File: src/verilog/lwp_pkg.sv
// lwp_pkg: register map, field layout and encodings for the window regs
// assumes a 32-bit ahb-lite slave with word-aligned registers
package lwp_pkg;

    // ------------------------------------------------------------------
    // register byte offsets
    // ------------------------------------------------------------------
    localparam logic [7:0] MAIN_STRIDE_OFS   = 8'h44;
    localparam logic [7:0] EXT_PANEL_OFS     = 8'h48;
    localparam logic [7:0] OVL_START_OFS     = 8'h50;
    localparam logic [7:0] OVL_STRIDE_OFS    = 8'h54;
    localparam logic [7:0] OVL_X_OFS         = 8'h58;
    localparam logic [7:0] OVL_Y_OFS         = 8'h5c;
    localparam logic [7:0] CTRL_OFS          = 8'h10;
    localparam logic [7:0] BASIC_PANEL_OFS   = 8'h0c;
    localparam logic [7:0] VIEW_CFG_OFS      = 8'h70;
    localparam logic [7:0] STATUS_OFS        = 8'h74;

    // ------------------------------------------------------------------
    // field layout
    // ------------------------------------------------------------------
    localparam int STRIDE_W      = 10;
    localparam int ADDR_W        = 17;
    localparam int COORD_W       = 10;
    localparam int END_LSB       = 16;
    localparam int INV_EN_BIT    = 8;
    localparam int EXT_TYPE_W    = 4;
    localparam int OVL_EN_BIT    = 19;
    localparam int BASIC_TYPE_W  = 2;
    localparam int BPP_W         = 3;
    localparam int ROT_W         = 2;
    localparam int ROT_LSB       = 4;
    localparam int PIX_W         = 16;

    // ------------------------------------------------------------------
    // reset values
    // ------------------------------------------------------------------
    localparam logic [31:0] REG_RESET = 32'h0000_0000;

    // ------------------------------------------------------------------
    // extended panel codes (0101..1111 reserved)
    // ------------------------------------------------------------------
    localparam logic [3:0] EXT_NONE    = 4'h0;
    localparam logic [3:0] EXT_TFT2    = 4'h1;
    localparam logic [3:0] EXT_TFT3    = 4'h2;
    localparam logic [3:0] EXT_TFT4    = 4'h3;
    localparam logic [3:0] EXT_VENDOR  = 4'h4;

    // effective panel selection driven to the timing logic
    localparam logic [2:0] PSEL_BASIC  = 3'h0;
    localparam logic [2:0] PSEL_TFT2   = 3'h1;
    localparam logic [2:0] PSEL_TFT3   = 3'h2;
    localparam logic [2:0] PSEL_TFT4   = 3'h3;
    localparam logic [2:0] PSEL_VENDOR = 3'h4;

    // colour depth codes: pixels per word = 32 >> code
    localparam logic [2:0] BPP1  = 3'h0;
    localparam logic [2:0] BPP2  = 3'h1;
    localparam logic [2:0] BPP4  = 3'h2;
    localparam logic [2:0] BPP8  = 3'h3;
    localparam logic [2:0] BPP16 = 3'h4;

    // rotation codes
    localparam logic [1:0] ROT0   = 2'h0;
    localparam logic [1:0] ROT90  = 2'h1;
    localparam logic [1:0] ROT180 = 2'h2;
    localparam logic [1:0] ROT270 = 2'h3;

    // panel size limit, in pixels and lines
    localparam logic [10:0] PANEL_MAX = 11'h400;

    typedef enum logic [2:0] {
        LWP_IDLE    = 3'b001,
        LWP_ARMED   = 3'b010,
        LWP_APPLY   = 3'b100
    } lwp_commit_e;

endpackage : lwp_pkg

File: src/verilog/lcd_window_pip_regs.sv
// lcd_window_pip_regs: main and overlay window register bank, ahb-lite
// assumes one clock, vertical non-display flag and strap synchronous
//
// What this block does
// - main stride is ten bits, in 32-bit words, line start to line start.
// - fetch addresses step by the programmed stride, giving a virtual view.
// - codes 1..4 select TFT 2, 3, 4 and vendor TFT; others reserved.
// - overlay start address is a 17-bit double-word address.
// - overlay start and stride act only while overlay enable, control bit 19, is set.
// - overlay stride is ten bits, in words, between overlay lines.
// - coordinate writes apply after y write, at next vertical non-display.
// - commit byte is bits 31-24 little endian, bits 7-0 big endian.
// - coordinate registers hold end in bits 25-16, start in bits 9-0.
// - at 0 and 180 degrees an x unit is one word of pixels.
// - at 90 and 270 degrees an x unit is one line.
// - y counts lines at 0/180, word pixel groups at 90/270.
// - scaled coordinates beyond the 1024 panel limit clamp placement at 1024.
//
// Our own choice: the AHB-Lite register port.
`timescale 1ns/1ps

module lcd_window_pip_regs
(
    input  wire logic        hclk,
    input  wire logic        hresetn,
    input  wire logic        hsel,
    input  wire logic [31:0] haddr,
    input  wire logic [1:0]  htrans,
    input  wire logic        hwrite,
    input  wire logic [2:0]  hsize,
    input  wire logic [31:0] hwdata,
    input  wire logic        hready,
    output logic      [31:0] hrdata,
    output logic             hreadyout,
    output logic             hresp,
    input  wire logic        endian_config_strap,
    input  wire logic        vnd_period,
    input  wire logic        line_start,
    input  wire logic        frame_start,
    input  wire logic        pix_valid,
    input  wire logic [15:0] pix_in,
    output logic      [15:0] pix_out,
    output logic             pix_inv,
    output logic      [2:0]  panel_select,
    output logic      [16:0] main_fetch_addr,
    output logic      [16:0] ovl_fetch_addr,
    output logic             ovl_active,
    output logic      [10:0] ovl_x0_px,
    output logic      [10:0] ovl_x1_px,
    output logic      [10:0] ovl_y0_px,
    output logic      [10:0] ovl_y1_px
);

    // ------------------------------------------------------------------
    // register state
    // ------------------------------------------------------------------
    logic [9:0]  main_stride_r,  main_stride_nxt;
    logic [3:0]  ext_type_r,     ext_type_nxt;
    logic        inv_en_r,       inv_en_nxt;
    logic [16:0] ovl_start_r,    ovl_start_nxt;
    logic [9:0]  ovl_stride_r,   ovl_stride_nxt;
    logic [25:0] x_pend_r,       x_pend_nxt;
    logic [25:0] y_pend_r,       y_pend_nxt;
    logic [25:0] x_live_r,       x_live_nxt;
    logic [25:0] y_live_r,       y_live_nxt;
    logic [31:0] ctrl_r,         ctrl_nxt;
    logic [1:0]  basic_type_r,   basic_type_nxt;
    logic [2:0]  bpp_r,          bpp_nxt;
    logic [1:0]  rot_r,          rot_nxt;
    logic [16:0] main_base_r,    main_base_nxt;
    logic [16:0] main_addr_r,    main_addr_nxt;
    logic [16:0] ovl_addr_r,     ovl_addr_nxt;
    logic [2:0]  psel_r,         psel_nxt;
    logic        ovl_act_r,      ovl_act_nxt;
    logic        big_end_r;
    lwp_pkg::lwp_commit_e cst_r, cst_nxt;

    // ahb data-phase capture
    logic        dp_wr_r,  dp_wr_nxt;
    logic [3:0]  dp_lane_r, dp_lane_nxt;
    logic [7:0]  dp_ofs_r, dp_ofs_nxt;
    logic [31:0] rdata_r,  rdata_nxt;

    logic        wr_go;
    logic        commit_byte;
    logic        inv_active;
    logic        rot_side;
    logic [10:0] sx0, sx1, sy0, sy1;

    // ------------------------------------------------------------------
    // ahb-lite slave: zero wait, always okay
    // ------------------------------------------------------------------
    // address phase latched for the following data phase
    always_comb
    begin
        dp_wr_nxt   = 1'b0;
        dp_lane_nxt = 4'h0;
        dp_ofs_nxt  = dp_ofs_r;
        if (hsel && hready && htrans[1])
        begin
            dp_wr_nxt  = hwrite;
            dp_ofs_nxt = {haddr[7:2], 2'b00};
            // byte lanes that this transfer carries
            unique case (hsize[1:0])
                2'b00:   dp_lane_nxt = 4'h1 << haddr[1:0];
                2'b01:   dp_lane_nxt = haddr[1] ? 4'hc : 4'h3;
                default: dp_lane_nxt = 4'hf;
            endcase
        end
    end

    assign wr_go = dp_wr_r;

    // little endian triggers on the top byte, big endian on the bottom
    assign commit_byte = big_end_r ? dp_lane_r[0] : dp_lane_r[3];

    // read mux; unmapped offsets read zero
    always_comb
    begin
        rdata_nxt = 32'h0000_0000;
        if (hsel && hready && htrans[1] && !hwrite)
        begin
            unique case ({haddr[7:2], 2'b00})
                lwp_pkg::MAIN_STRIDE_OFS: rdata_nxt[9:0] = main_stride_r;
                lwp_pkg::EXT_PANEL_OFS:
                begin
                    rdata_nxt[lwp_pkg::INV_EN_BIT] = inv_en_r;
                    rdata_nxt[3:0] = ext_type_r;
                end
                lwp_pkg::OVL_START_OFS:  rdata_nxt[16:0] = ovl_start_r;
                lwp_pkg::OVL_STRIDE_OFS: rdata_nxt[9:0]  = ovl_stride_r;
                lwp_pkg::OVL_X_OFS:      rdata_nxt[25:0] = x_pend_r;
                lwp_pkg::OVL_Y_OFS:      rdata_nxt[25:0] = y_pend_r;
                lwp_pkg::CTRL_OFS:       rdata_nxt = ctrl_r;
                lwp_pkg::BASIC_PANEL_OFS: rdata_nxt[1:0] = basic_type_r;
                lwp_pkg::VIEW_CFG_OFS:
                begin
                    rdata_nxt[2:0] = bpp_r;
                    rdata_nxt[5:4] = rot_r;
                end
                lwp_pkg::STATUS_OFS:
                begin
                    rdata_nxt[2:0] = psel_r;
                    rdata_nxt[4]   = (cst_r != lwp_pkg::LWP_IDLE);
                    rdata_nxt[5]   = ovl_act_r;
                end
                default: rdata_nxt = 32'h0000_0000;
            endcase
        end
    end

    // ------------------------------------------------------------------
    // register writes and coordinate commit
    // ------------------------------------------------------------------
    always_comb
    begin
        main_stride_nxt = main_stride_r;
        ext_type_nxt    = ext_type_r;
        inv_en_nxt      = inv_en_r;
        ovl_start_nxt   = ovl_start_r;
        ovl_stride_nxt  = ovl_stride_r;
        x_pend_nxt      = x_pend_r;
        y_pend_nxt      = y_pend_r;
        ctrl_nxt        = ctrl_r;
        basic_type_nxt  = basic_type_r;
        bpp_nxt         = bpp_r;
        rot_nxt         = rot_r;
        main_base_nxt   = main_base_r;
        if (wr_go)
        begin
            unique case (dp_ofs_r)
                lwp_pkg::MAIN_STRIDE_OFS:
                    main_stride_nxt = hwdata[9:0];
                lwp_pkg::EXT_PANEL_OFS:
                begin
                    inv_en_nxt   = hwdata[lwp_pkg::INV_EN_BIT];
                    ext_type_nxt = hwdata[3:0];
                end
                lwp_pkg::OVL_START_OFS:
                    ovl_start_nxt = hwdata[16:0];
                lwp_pkg::OVL_STRIDE_OFS:
                    ovl_stride_nxt = hwdata[9:0];
                lwp_pkg::OVL_X_OFS:
                    x_pend_nxt = {hwdata[25:16], 6'h00, hwdata[9:0]};
                lwp_pkg::OVL_Y_OFS:
                    y_pend_nxt = {hwdata[25:16], 6'h00, hwdata[9:0]};
                lwp_pkg::CTRL_OFS:        ctrl_nxt = hwdata;
                lwp_pkg::BASIC_PANEL_OFS: basic_type_nxt = hwdata[1:0];
                lwp_pkg::VIEW_CFG_OFS:
                begin
                    bpp_nxt = hwdata[2:0];
                    rot_nxt = hwdata[5:4];
                end
                default: main_base_nxt = main_base_r;
            endcase
        end
    end

    // commit machine: arm on y write, apply in vertical non-display
    always_comb
    begin
        cst_nxt    = cst_r;
        x_live_nxt = x_live_r;
        y_live_nxt = y_live_r;
        unique case (cst_r)
            lwp_pkg::LWP_IDLE:
                if (wr_go && dp_ofs_r == lwp_pkg::OVL_Y_OFS && commit_byte)
                    cst_nxt = lwp_pkg::LWP_ARMED;
            lwp_pkg::LWP_ARMED:
                if (vnd_period)
                    cst_nxt = lwp_pkg::LWP_APPLY;
            lwp_pkg::LWP_APPLY:
            begin
                x_live_nxt = x_pend_r;
                y_live_nxt = y_pend_r;
                cst_nxt    = lwp_pkg::LWP_IDLE;
                // a y write landing now re-arms for the next blanking
                if (wr_go && dp_ofs_r == lwp_pkg::OVL_Y_OFS && commit_byte)
                    cst_nxt = lwp_pkg::LWP_ARMED;
            end
            default: cst_nxt = lwp_pkg::LWP_IDLE;
        endcase
    end

    // ------------------------------------------------------------------
    // panel selection, overlay enable and fetch addresses
    // ------------------------------------------------------------------
    always_comb
    begin
        unique case (ext_type_r)
            lwp_pkg::EXT_TFT2:   psel_nxt = lwp_pkg::PSEL_TFT2;
            lwp_pkg::EXT_TFT3:   psel_nxt = lwp_pkg::PSEL_TFT3;
            lwp_pkg::EXT_TFT4:   psel_nxt = lwp_pkg::PSEL_TFT4;
            lwp_pkg::EXT_VENDOR: psel_nxt = lwp_pkg::PSEL_VENDOR;
            default:             psel_nxt = lwp_pkg::PSEL_BASIC;
        endcase
        ovl_act_nxt = ctrl_r[lwp_pkg::OVL_EN_BIT];
        // main window walks by its stride, giving a virtual view
        main_addr_nxt = main_addr_r;
        if (frame_start)
            main_addr_nxt = main_base_r;
        else if (line_start)
            main_addr_nxt = main_addr_r + {7'h00, main_stride_r};
        // overlay fetch holds still unless the overlay is enabled
        ovl_addr_nxt = ovl_addr_r;
        if (ctrl_r[lwp_pkg::OVL_EN_BIT])
        begin
            if (frame_start)
                ovl_addr_nxt = ovl_start_r;
            else if (line_start)
                ovl_addr_nxt = ovl_addr_r + {7'h00, ovl_stride_r};
        end
    end

    // invert acts only on the two tft types that support it
    assign inv_active = inv_en_r && (psel_r == lwp_pkg::PSEL_TFT2 ||
                                     psel_r == lwp_pkg::PSEL_TFT3);

    // rotated views swap which axis counts in words
    assign rot_side = rot_r[0];

    lwp_unit_scale u_sx0 (.coord(x_live_r[9:0]), .bpp(bpp_r),
        .word_axis(!rot_side), .scaled(sx0));
    lwp_unit_scale u_sx1 (.coord(x_live_r[25:16]), .bpp(bpp_r),
        .word_axis(!rot_side), .scaled(sx1));
    lwp_unit_scale u_sy0 (.coord(y_live_r[9:0]), .bpp(bpp_r),
        .word_axis(rot_side), .scaled(sy0));
    lwp_unit_scale u_sy1 (.coord(y_live_r[25:16]), .bpp(bpp_r),
        .word_axis(rot_side), .scaled(sy1));

    lwp_invert u_inv
    (
        .hclk      (hclk),
        .hresetn   (hresetn),
        .active    (inv_active),
        .pix_valid (pix_valid),
        .pix_in    (pix_in),
        .pix_out   (pix_out),
        .pix_inv   (pix_inv)
    );

    // ------------------------------------------------------------------
    // registers
    // ------------------------------------------------------------------
    // strap resampled on every clock outside reset by a clocked process
    always_ff @(posedge hclk or negedge hresetn)
    begin
        if (!hresetn)
            big_end_r <= 1'b0;
        else
            big_end_r <= endian_config_strap;
    end

    always_ff @(posedge hclk or negedge hresetn)
    begin
        if (!hresetn)
        begin
            main_stride_r <= 10'h000;
            ext_type_r    <= 4'h0;
            inv_en_r      <= 1'b0;
            ovl_start_r   <= 17'h00000;
            ovl_stride_r  <= 10'h000;
            x_pend_r      <= 26'h0000000;
            y_pend_r      <= 26'h0000000;
            x_live_r      <= 26'h0000000;
            y_live_r      <= 26'h0000000;
            ctrl_r        <= lwp_pkg::REG_RESET;
            basic_type_r  <= 2'h0;
            bpp_r         <= 3'h0;
            rot_r         <= 2'h0;
            main_base_r   <= 17'h00000;
            main_addr_r   <= 17'h00000;
            ovl_addr_r    <= 17'h00000;
            psel_r        <= 3'h0;
            ovl_act_r     <= 1'b0;
            cst_r         <= lwp_pkg::LWP_IDLE;
            dp_wr_r       <= 1'b0;
            dp_lane_r     <= 4'h0;
            dp_ofs_r      <= 8'h00;
            rdata_r       <= 32'h0000_0000;
            ovl_x0_px     <= 11'h000;
            ovl_x1_px     <= 11'h000;
            ovl_y0_px     <= 11'h000;
            ovl_y1_px     <= 11'h000;
        end
        else
        begin
            main_stride_r <= main_stride_nxt;
            ext_type_r    <= ext_type_nxt;
            inv_en_r      <= inv_en_nxt;
            ovl_start_r   <= ovl_start_nxt;
            ovl_stride_r  <= ovl_stride_nxt;
            x_pend_r      <= x_pend_nxt;
            y_pend_r      <= y_pend_nxt;
            x_live_r      <= x_live_nxt;
            y_live_r      <= y_live_nxt;
            ctrl_r        <= ctrl_nxt;
            basic_type_r  <= basic_type_nxt;
            bpp_r         <= bpp_nxt;
            rot_r         <= rot_nxt;
            main_base_r   <= main_base_nxt;
            main_addr_r   <= main_addr_nxt;
            ovl_addr_r    <= ovl_addr_nxt;
            psel_r        <= psel_nxt;
            ovl_act_r     <= ovl_act_nxt;
            cst_r         <= cst_nxt;
            dp_wr_r       <= dp_wr_nxt;
            dp_lane_r     <= dp_lane_nxt;
            dp_ofs_r      <= dp_ofs_nxt;
            rdata_r       <= rdata_nxt;
            ovl_x0_px     <= sx0;
            ovl_x1_px     <= sx1;
            ovl_y0_px     <= sy0;
            ovl_y1_px     <= sy1;
        end
    end

    assign hrdata          = rdata_r;
    assign hreadyout       = 1'b1;
    assign hresp           = 1'b0;
    assign panel_select    = psel_r;
    assign main_fetch_addr = main_addr_r;
    assign ovl_fetch_addr  = ovl_addr_r;
    assign ovl_active      = ovl_act_r;

endmodule : lcd_window_pip_regs

File: src/verilog/lwp_invert.sv
// lwp_invert: compare-and-invert of pixel data against the previous pixel
// assumes one pixel word per enable; clocked by the register clock
`timescale 1ns/1ps

module lwp_invert
(
    input  wire logic        hclk,
    input  wire logic        hresetn,
    input  wire logic        active,
    input  wire logic        pix_valid,
    input  wire logic [15:0] pix_in,
    output logic      [15:0] pix_out,
    output logic             pix_inv
);

    logic [15:0] prev_r;
    logic [15:0] prev_nxt;
    logic [15:0] out_r;
    logic [15:0] out_nxt;
    logic        inv_r;
    logic        inv_nxt;
    logic [4:0]  ones;
    logic [15:0] diff;

    // count toggles against the last sent word; invert when over half
    always_comb
    begin
        diff     = pix_in ^ prev_r;
        ones     = 5'h00;
        for (int i = 0; i < 16; i++)
            ones = ones + {4'h0, diff[i]};
        prev_nxt = prev_r;
        out_nxt  = out_r;
        inv_nxt  = inv_r;
        if (pix_valid)
        begin
            if (active && ones > 5'h08)
            begin
                out_nxt = ~pix_in;
                inv_nxt = 1'b1;
            end
            else
            begin
                out_nxt = pix_in;
                inv_nxt = 1'b0;
            end
            prev_nxt = out_nxt;
        end
    end

    // registers
    always_ff @(posedge hclk or negedge hresetn)
    begin
        if (!hresetn)
        begin
            prev_r <= 16'h0000;
            out_r  <= 16'h0000;
            inv_r  <= 1'b0;
        end
        else
        begin
            prev_r <= prev_nxt;
            out_r  <= out_nxt;
            inv_r  <= inv_nxt;
        end
    end

    assign pix_out = out_r;
    assign pix_inv = inv_r;

endmodule : lwp_invert

File: src/verilog/lwp_unit_scale.sv
// lwp_unit_scale: turns a window coordinate into pixels or lines
// assumes bpp and rotation codes from lwp_pkg; result clamps at panel size
`timescale 1ns/1ps

module lwp_unit_scale
(
    input  wire logic [9:0]  coord,
    input  wire logic [2:0]  bpp,
    input  wire logic        word_axis,
    output logic      [10:0] scaled
);

    logic [15:0] wide;

    // word axis counts whole words of pixels, the other axis single lines
    always_comb
    begin
        if (word_axis)
            wide = {6'h00, coord} << (3'h5 - bpp);
        else
            wide = {6'h00, coord};
        // results beyond panel size clamp to PANEL_MAX
        if (wide > {5'h00, lwp_pkg::PANEL_MAX})
            scaled = lwp_pkg::PANEL_MAX;
        else
            scaled = wide[10:0];
    end

endmodule : lwp_unit_scale
File: config.mk
export PLATFORM = sky130hd
export DESIGN_NAME = lcd_window_pip_regs
export DESIGN_NICKNAME = d
export VERILOG_FILES = /design/src/verilog/lwp_pkg.sv /design/src/verilog/lcd_window_pip_regs.sv /design/src/verilog/lwp_invert.sv /design/src/verilog/lwp_unit_scale.sv
export SDC_FILE = /design/constraint.sdc
export NUM_CORES = 1
export LEC_CHECK = 0
export BUFFER_PORTS_ARGS = -buffer_cell sky130_fd_sc_hd__buf_2
export CORE_ASPECT_RATIO = 1.5
export CORE_MARGIN = 8
export CORE_UTILIZATION = 63
export CTS_CLUSTER_SIZE = 14
export DETAILED_ROUTE_END_ITERATION = 7
export PLACE_DENSITY_LB_ADDON = 0.1
export SYNTH_ARGS = -nofsm -noshare
export SYNTH_HDL_FRONTEND = slang
export SYNTH_HIERARCHICAL = 1
export SYNTH_SLANG_ARGS = --single-unit
File: constraint.sdc
create_clock -name hclk -period 6.5 [get_ports hclk]
set_input_delay 1.3 -clock hclk [delete_from_list [all_inputs] [get_ports hclk]]
set_output_delay 1.3 -clock hclk [all_outputs]
set_load 0.02 [all_outputs]
==> results of run 1 <==
cell usage after synthesis (12+ instances only):
| library cell | instances | area, um2 |
|---|---|---|
| a211oi_1 | 12 | 90.1 |
| mux2_2 | 185 | 2080 |
| nor2_1 | 105 | 394 |
| nand2b_1 | 15 | 93.8 |
| nand2_1 | 98 | 368 |
| a21oi_1 | 78 | 390 |
| nor2b_1 | 29 | 181 |
| inv_1 | 61 | 229 |
| o211ai_1 | 12 | 90.1 |
| a22oi_1 | 33 | 248 |
| o22ai_1 | 27 | 169 |
| fa_1 | 12 | 240 |
| and3_1 | 15 | 93.8 |
| xor2_1 | 18 | 158 |
| buf_2 | 36 | 180 |
| o21ai_0 | 73 | 365 |
| dfrtp_1 | 304 | 7610 |
| a22o_1 | 12 | 105 |
| clkbuf_1 | 30 | 113 |
| nor3b_1 | 21 | 158 |
| a31oi_1 | 12 | 75.1 |
| nor3_1 | 14 | 70.1 |
| mux2i_1 | 48 | 480 |
| nand3_1 | 18 | 90.1 |
| and2_1 | 12 | 75.1 |
| ha_1 | 25 | 313 |
| o31ai_1 | 16 | 120 |
| xnor2_1 | 29 | 254 |
sequential cells by signal, indices dropped and copies added, names as in the netlist, 16 cells and up:
| name | cells |
|---|---|
| x_pend_r | 20 |
| u_inv/prev_r | 16 |
| y_live_r | 20 |
| ovl_fetch_addr | 17 |
| x_live_r | 20 |
| y_pend_r | 20 |
| hrdata | 32 |
| ovl_start_r | 17 |
| main_fetch_addr | 17 |
| ctrl_r | 32 |
where the power goes:
group          switching (uW)  total [uW]  internal (uW)
Sequential                151        2210           2060
Combinational            1450        2550           1090
Clock                     724        1940           1210
Total                    2330        6700           4370
logic make-up after synthesis:
logic type	after synthesis	share of synthesized area [%]
AND/OR/NAND/NOR	359	10.8
AO/OA/AOI/OAI	348	14.4
flip-flops	305	46.5
multiplexers	251	17.7
buffers and inverters	152	4.68
XOR/XNOR	47	2.51
adder cells (fa/ha/maj)	37	3.37
other	2	0.0457
stage by stage:
step,setup WS [ns],utilization [%]
5_1_grt,0.741,72.3
4_1_cts,1.00,72.3
6_report,1.02,72.4
3_5_place_dp,0.458,68.1
3_3_place_gp,0.573,68.1
2_1_floorplan,1.17,-
worst paths after layout:
path	endpoint	start	slack, ns	cells after the start
max	u_inv/prev_r[10]$_DFFE_PN0P_	pix_in[0]	1.02	18
min	panel_select[2]$_DFF_PN0_	ext_type_r[1]$_DFFE_PN0P_	0.49	1
max reg2reg	u_inv/prev_r[10]$_DFFE_PN0P_	u_inv/prev_r[0]$_DFFE_PN0P_	1.48	17
min reg2reg	panel_select[2]$_DFF_PN0_	ext_type_r[1]$_DFFE_PN0P_	0.49	1
max in group asynchronous	main_fetch_addr[3]$_DFFE_PN0N_	hresetn	4.27	2
min in group asynchronous	ovl_y1_px[7]$_DFF_PN0_	hresetn	0.79	1
worst max-delay path: cells and delay by family:
kind | cells | cell delay, ns
fa+ha+maj | 6 | 2.80
buf+inv | 6 | 0.66
xor+xnor | 2 | 0.29
compound gates | 3 | 0.71
simple gates | 1 | 0.12
per-layer routing:
metal  routed length, um  up-vias  global-route usage (%)
li1                    -     5735                       -
met1               15700     6194                    29.5
met2               22300      433                    48.8
met3                2310      122                    4.08
met4                1650        2                    11.8
met5                  10        -                       0
area by class of cell:
cell class	count	area (um2)	share of cell area, %
repair buffers	218	1150	6.18
inverters	61	229	1.23
clock buffers	40	837	4.51
well taps	333	417	2.24
diodes	1	2.50	0.0135
flip-flops and latches	305	7640	41.1
clock inverters	12	264	1.42
multi-input cells	1044	8040	43.3
==> metrics, run 1 <==
first-pass GRT wire length approximately 67000 um; sequential fraction of the synthesis area a little under half; gr ovfl total 0; Net count, final between 1500 and 2000; design area around 19000 um2; Worst EP arrival roughly 5.9 ns; Cell Area, Synth about 16000 um2; Final Setup Violations 0; placed wire-length estimate between 20000 and 30000 um; die height ~210 um; startpoint types input pin; CTS root buf clkbuf_16; die width 148 um; # rows approximately 70; PostCTS Resize Cnt 0; initial antenna violation count 1; Fmax approximately 180 MHz; DR vias/cell ~6.2; clk slew on worst S/H paths approximately 0.060 ns; total power about 6700 uW; #FFs+latches synth about 310; vias in the first global route about 13000; Max VDD drop approximately 600 uV; detailed-route DRC error count 0; CP endpoint kind flip-flop; CP Max Fanout 7; DR vias 12500; fin crit share around 84%; Post-Syn Area per Cell about 11 um2; synthesis warning total 6; initial DRC count between 700 and 800; CTS Hold Bufs 0; commonest non-fill, non-tap cell in the layout dfrtp_1; clock latency on the worst-skew pair between 0.5 and 0.6 ns; overall routing resource usage 26.4%; Most Frequent Cell on Critical Path fa_1; Cells after Synth approximately 1500; Leak about 0.0087 uW; Synth Flop Type dfrtp_1; DRT Wirelength about 42000 um; Netlist cell types 72; Routed Antenna Nets 0; Hold Path Class reg2reg; First-pass DRT Iterations 6; Worst Tran Pin Value approximately 1.2 ns; die area between 30000 and 40000 um2; slowest stage delay, CP between 0.5 and 0.6 ns; H-tree lvl count 1; Final Hold Fails 0; post-CTS setup buffers 0; fin. max-slew vios 0; Max stage delay cell, worst path fa_1; hold_ws around 0.5 ns; Area after DPL 17500 um2; total core area between 20000 and 30000 um2; fin crit period ~5.5 ns; PwrDens roughly 360 nW/um2; setup TNS 0 ns; Initial Util 64.0%; Crit Path Category in2reg; placed insts just under 2000; clk sinks a little over 300; status completed; share of cells above drive strength 1 between 20 and 30%; Post-Route Skew around 0.016 ns; filler instances 1887; RSZ-0062 raised after global routing no; Cell Count, Final, Fillers Out just over 2000; Max-slew headroom around a fifth; WP data required approximately 6.9 ns; Critical Path, Cell by Cell buf_2 -> xnor2_1 -> fa_1 -> inv_1 -> fa_1 -> fa_1 -> inv_1 -> fa_1 -> inv_1 -> ha_1 -> inv_1 -> fa_1 -> nand2b_1 -> o31ai_1 -> a211oi_2 -> buf_4 -> xnor2_1 -> a21oi_1; Post-synth EDFFs 0; most frequent cells in the layout dfrtp_1 (301), buf_2 (198), mux2_2 (185), nor2_1 (104), nand2_1 (98); CTS Buf Count 29; IO Pins ~230; Syn Nets 1633; Area growth, synth to finish 13.1%; RD Place Congestion ~0.90; number of max-cap violations 0; Port-buffer cells around 200; pin count of the biggest net entering global routing between 100 and 150; CTS Buffer Depth 3; Async S/R FF share, synth 100%; drt wl/cell 20.9 um; CTS tree yes
No activity file was read; power rests on OpenSTA's default activity.
==> run 2: changes to the inputs <==
Settings changed: ABC_AREA set to 1, CORE_UTILIZATION 63 to 59.
Clock period 6.5 ns to 5.1 ns, I/O delays scaled along.
==> metrics, run 2 <==
status completed; drt wl/cell 16.0 um (-23%); Reg-to-Reg End u_inv/prev_r[10]$_DFFE_PN0P_; commonest non-fill, non-tap cell in the layout nand2_1; Netlist cell types 53 (-26%); hold-critical path depth 0 (-1); die width 154 um (+4.0%); Reg2Reg Setup Slack 0.61 ns (-0.87 ns); fin. max-slew vios 0 (unchanged); CTS Buf Count 29 (unchanged); Post-Route Skew 0.0116 ns (-0.00390 ns); placed wire-length estimate 32400 um (+9.1%); #FFs+latches synth 305 (unchanged); Synth Flop Type dfrtp_1; clk slew on worst S/H paths 0.06 ns (about the same); gr ovfl total 0 (unchanged); hold endpoint ovl_active$_DFF_PN0_; Worst Hold Launch ctrl_r[19]$_DFFE_PN0P_; IO Pins 228 (unchanged); Worst Tran Pin Value 1.21 ns (-0.00629 ns); RSZ-0062 raised after global routing no; Final Hold Fails 0 (unchanged); overall routing resource usage 25.3% (-1.1 points); PostCTS Resize Cnt 0 (unchanged); # rows 75 (+4.2%); total core area 28000 um2 (+8.9%); Area after DPL 17900 um2 (+2.7%); sequential fraction of the synthesis area 45.5% (-1.0 points); Crit Path Category in2reg; design area 18900 um2 (+1.6%); Net count, final 2475 (+38%); number of max-cap violations 0 (unchanged); Final Setup Violations 0 (unchanged); PwrDens 417 nW/um2 (+16%); synth cell count leaders nand2_1 (701), dfrtp_1 (304), inv_1 (202); Worst Reg-to-Reg Cells 20 (+3); Max-slew headroom 19.3% (+0.42 points); Fmax between 200 and 250 MHz; H-tree lvl count 1 (unchanged); Cell Area, Synth 16800 um2 (+2.2%); Cells after Synth 2166 (+44%); Syn Nets 2298 (+41%); CTS tree yes; simple-gate share of the synthesized area 29.1% (+18 points); RD Place Congestion 0.929 (+3.1%); DR vias/cell 5.44 (-12%); most common cell in the netlist nand2_1; most frequent cells in the layout nand2_1 (701), dfrtp_1 (303), inv_1 (201), buf_2 (198), o21ai_0 (188); largest family of logic cells by synthesized area simple AND/OR/NAND/NOR gates; die height 223 um (+4.1%); worst r2r src u_inv/prev_r[0]$_DFFE_PN0P_; pin count of the biggest net entering global routing 119 (-8.5%); initial antenna violation count 1 (unchanged); synthesis warning total 6 (unchanged); CTS Hold Bufs 0 (unchanged); Initial Util 60.0% (-3.9 points); fin crit period approximately 4.6 ns; xor-xnor portion of the synthesized cell area 1.62% (-0.89 points); share of cells above drive strength 1 17.3% (-12 points); initial DRC count 914 (+24%); detailed-route DRC error count 0 (unchanged); filler instances 2421 (+28%); Routed Antenna Nets 0 (unchanged); Post-synth EDFFs 0 (unchanged); Hold Path Class reg2reg; Synth top area share 45.3% (-1.0 points); startpoint types input pin; Post-Syn Area per Cell 7.75 um2 (-29%); CTS Buffer Depth 3 (unchanged); CP Max Fanout 19 (+12); Max VDD drop 417 uV (-31%); Leak 0.0103 uW (+19%); fin crit share between 90% and 100%; Area growth, synth to finish 12.4%; clock latency on the worst-skew pair 0.56 ns (about the same); mux share of post-synthesis cell area 0.469% (-17 points); placed insts 2658 (+36%); Async S/R FF share, synth 100% (unchanged); first-pass GRT wire length 71800 um (+7.0%); CTS root buf clkbuf_16; fin util 67.5% (-4.9 points); Post-Synth Adder-Cell Area 3.29% (-0.074 points); top cells by area, synth dfrtp_1 (45%), nand2_1 (16%), o21ai_0 (5.6%); WP data required 5.54 ns (-1.37 ns); leading area contributor after synthesis dfrtp_1; Worst EP arrival 5.08 ns (-0.81 ns); clk sinks 305 (unchanged); setup TNS 0 ns (unchanged); post-CTS setup buffers 0 (unchanged); vias in the first global route 14700 (+15%); First-pass DRT Iterations 7 (+1); DR vias 14800 (+18%); Port-buffer cells 199 (unchanged); CP endpoint kind flip-flop; Cell Count, Final, Fillers Out 2711 (+35%); compound-gate portion of the synthesized area 11.7% (-2.7 points); die area 34200 um2 (+8.3%); DRT Wirelength 43400 um (+3.2%)
run 2: changes by cell type in the layout (fill, tap and decap cells not counted), sizes merged, moves of 25 or more:
cell / before / now
mux2i: 48 / 0
nor2b: 29 / 0
o21ai: 73 / 224
o22ai: 31 / 6
nor2: 105 / 199
nand3: 18 / 149
nand2: 98 / 738
mux2: 195 / 7
inv: 62 / 233
run 2: through the flow:
step / hold WS [ns] / total power, uW / setup slack, ns
after floorplan: 0.374 / 4990 / 0.282
after global placement: 0.406 / 5700 / -0.0270
after detailed placement: 0.416 / 5800 / -0.108
after CTS: 0.440 / 7930 / 0.464
after global routing: 0.451 / 8410 / 0.280
final: 0.440 / 7880 / 0.459
run 2: routing by layer:
| layer | up-vias | track usage, % | share of wire (%) |
|---|---|---|---|
| li1 | 7273 | - | - |
| met1 | 6970 | 28.3 | 38 |
| met2 | 423 | 47.1 | 52 |
| met3 | 93 | 4.00 | 5.5 |
| met4 | 0 | 9.71 | 3.7 |
| met5 | - | 0 | 0 |
run 2: how the worst max path moves through the flow:
stage          cells after the start                      endpoint  startpoint
5_1_grt                           21  u_inv/prev_r[10]$_DFFE_PN0P_   pix_in[0]
2_1_floorplan                     20  u_inv/prev_r[10]$_DFFE_PN0P_   pix_in[0]
4_1_cts                           21  u_inv/prev_r[10]$_DFFE_PN0P_   pix_in[0]
6_report                          21  u_inv/prev_r[10]$_DFFE_PN0P_   pix_in[0]
3_5_place_dp                      21  u_inv/prev_r[11]$_DFFE_PN0P_   pix_in[0]
3_3_place_gp                      21  u_inv/prev_r[10]$_DFFE_PN0P_   pix_in[0]
run 2: area by class of cell:
cell class / instances / area (um2) / share of cell area, %
well taps: 346 / 433 / 2.29
clock buffers: 39 / 803 / 4.26
flip-flops and latches: 305 / 7630 / 40.5
diodes: 2 / 5.00 / 0.0265
repair buffers: 220 / 1210 / 6.43
clock inverters: 12 / 116 / 0.617
multi-input cells: 1552 / 7760 / 41.1
inverters: 235 / 905 / 4.79
run 2: logic make-up (layout without fill, tap and decap cells):
| logic type | count (synthesis) | in the layout |
|---|---|---|
| simple gates | 1119 | 1119 |
| compound gates | 356 | 356 |
| buf+inv | 309 | 506 |
| flops | 305 | 305 |
| fa+ha+maj | 37 | 37 |
| xor+xnor | 31 | 31 |
| mux | 7 | 7 |
| other cells | 2 | 4 |
run 2: report_power, final:
part / internal (uW) / switching (uW)
Clock: 1200 / 922
Sequential: 2760 / 271
Combinational: 972 / 1750
Total: 4930 / 2950
run 2: worst max-delay path, stage by stage:
cell and delay [ns]:
buf_2 0.11, xnor2_1 0.17, fa_1 0.55, inv_1 0.05, fa_1 0.50, fa_1 0.54, inv_1 0.06, fa_1 0.55
inv_1 0.05, ha_1 0.20, inv_1 0.08, fa_1 0.41, inv_1 0.07, nor2_1 0.05, nand3_2 0.06, nand3_2 0.10
nand2_4 0.08, nand3_4 0.09, buf_12 0.22, nand2_2 0.07, o21ai_2 0.05
==> run 3: changes to the inputs <==
Settings changed: MAX_ROUTING_LAYER set to met4.
==> metrics, run 3 (same netlist as run 2, synthesis figures left out) <==
Initial Util 60.0% (unchanged); fin crit share 89.9% (-1.1 points); Max stage delay cell, worst path fa_1; die width 154 um (unchanged); Fmax 218 MHz (+1.3%); WP data required 5.56 ns (+0.02 ns); Max-slew headroom 19.0% (-0.24 points); Critical Path, Cell by Cell buf_2 -> xnor2_1 -> fa_1 -> inv_1 -> fa_1 -> fa_1 -> inv_1 -> fa_1 -> inv_1 -> ha_1 -> inv_1 -> fa_1 -> inv_1 -> nor2_1 -> nand3_2 -> nand3_2 -> nand2_4 -> nand3_4 -> buf_12 -> nand2_1 -> o21ai_2; number of max-cap violations 0 (unchanged); H-tree lvl count 1 (unchanged); Worst EP arrival 5.04 ns (-0.04 ns); CTS Buf Count 29 (unchanged); startpoint types input pin; PwrDens 421 nW/um2 (+0.85%); CP endpoint kind flip-flop; overall routing resource usage 26.3% (+1.0 points); Worst Tran Pin Value 1.21 ns (+0.00367 ns); PostCTS Resize Cnt 0 (unchanged); fin util 67.6% (+0.085 points); DR vias/cell 5.43 (-0.33%); DR vias 14700 (-0.33%); Crit Path Category in2reg; clock latency on the worst-skew pair 0.57 ns (about the same); CP Buf/Inv Count 7 (unchanged); first-pass GRT wire length 72400 um (+0.88%); Final Setup Violations 0 (unchanged); # rows 75 (unchanged); gr ovfl total 0 (unchanged); total core area 28000 um2 (unchanged); post-CTS setup buffers 0 (unchanged); CTS Buffer Depth 3 (unchanged); slowest stage delay, CP 0.55 ns (about the same); placed wire-length estimate 32600 um (+0.83%); share of cells above drive strength 1 17.3% (+0.028 points); Port-buffer cells 199 (unchanged); filler instances 2440 (+0.78%); clk slew on worst S/H paths 0.06 ns (about the same); Max VDD drop 320 uV (-23%); Leak 0.0103 uW (-0.16%); Top delay family on crit path adder cells; Post-Route Skew 0.00960 ns (-0.00201 ns); clk sinks 305 (unchanged); CTS Hold Bufs 0 (unchanged); RD Place Congestion 0.956 (+3.0%); area occupied by registers 7630 um2 (unchanged); Hold Path Class reg2reg; initial antenna violation count 0 (-1); CTS root buf clkbuf_16; drt wl/cell 16.1 um (+0.76%); RSZ-0062 raised after global routing no; commonest non-fill, non-tap cell in the layout nand2_1; fin crit period 4.58 ns (-0.0578 ns); most frequent cells in the layout nand2_1 (701), dfrtp_1 (303), inv_1 (201), buf_2 (198), o21ai_0 (188); IO Pins 228 (unchanged); Area growth, synth to finish 12.5%; Net count, final 2476 (+0.040%); Final Hold Fails 0 (unchanged); CTS tree yes; DRT Wirelength 43700 um (+0.76%); fin. max-slew vios 0 (unchanged); First-pass DRT Iterations 5 (-2); setup TNS 0 ns (unchanged); vias in the first global route 14700 (-0.047%); total power 7950 uW (+0.98%); pin count of the biggest net entering global routing 124 (+4.2%); detailed-route DRC error count 0 (unchanged); status completed; die area 34200 um2 (unchanged); Ant. Diodes 0 (-2); CP Max Fanout 14 (-5); die height 223 um (unchanged); initial DRC count 834 (-8.8%); Routed Antenna Nets 0 (unchanged); multi-input combinational cell area 7760 um2 (unchanged)
[run 3: worst register-to-register path: cells and delay by family (launching register included)]
family / cells / cell delay [ns]
adder cells (fa/ha/maj): 6 / 2.75
buffers and inverters: 6 / 0.51
AND/OR/NAND/NOR: 6 / 0.43
flip-flops: 1 / 0.40
XOR/XNOR: 1 / 0.18
AO/OA/AOI/OAI: 1 / 0.05
[run 3: final timing paths]
| kind | start | endpoint | slack [ns] | cells after the start |
|---|---|---|---|---|
| hold reg to reg | ctrl_r[19]$_DFFE_PN0P_ | ovl_active$_DFF_PN0_ | 0.41 | 0 |
| max in group asynchronous | hresetn | ovl_start_r[1]$_DFFE_PN0P_ | 3.36 | 2 |
| setup reg to reg | u_inv/prev_r[0]$_DFFE_PN0P_ | u_inv/prev_r[1]$_DFFE_PN0P_ | 0.67 | 20 |
| setup / recovery | pix_in[0] | u_inv/prev_r[1]$_DFFE_PN0P_ | 0.52 | 21 |
| min in group asynchronous | hresetn | u_inv/prev_r[4]$_DFFE_PN0P_ | 0.54 | 1 |
| hold / removal | ctrl_r[19]$_DFFE_PN0P_ | ovl_active$_DFF_PN0_ | 0.41 | 0 |
[run 3: final cells by class]
cell class                      count  share of cell area [%]
Clock inverter                     10                   0.629
Clock buffer                       42                    4.42
Sequential cell                   305                    40.4
Inverter                          235                    4.79
Tap cell                          346                    2.29
Multi-Input combinational cell   1552                    41.1
Timing Repair Buffer              221                    6.40
[run 3: metal layers]
layer | track usage (%) | vias up | routed length [um]
met2 | 47.5 | 411 | 22800
met1 | 29.1 | 6962 | 17200
met3 | 3.21 | 88 | 2090
met5 | - | - | 0
met4 | 10.3 | 0 | 1570
li1 | - | 7249 | -
[run 3: stage by stage]
stage	hold slack, ns	cells	worst slack, ns	area, um2
5_1_grt	0.424	2711	0.343	18900
4_1_cts	0.412	2711	0.520	18900
2_1_floorplan	0.374	2166	0.282	16800
6_report	0.410	2711	0.517	18900
3_3_place_gp	0.393	2659	-0.0292	17900
3_5_place_dp	0.393	2659	-0.0685	17900
[run 3: report_power, final]
| group | total [uW] | internal (uW) | switching (uW) |
|---|---|---|---|
| Sequential | 3020 | 2760 | 269 |
| Combinational | 2760 | 979 | 1780 |
| Clock | 2170 | 1240 | 932 |
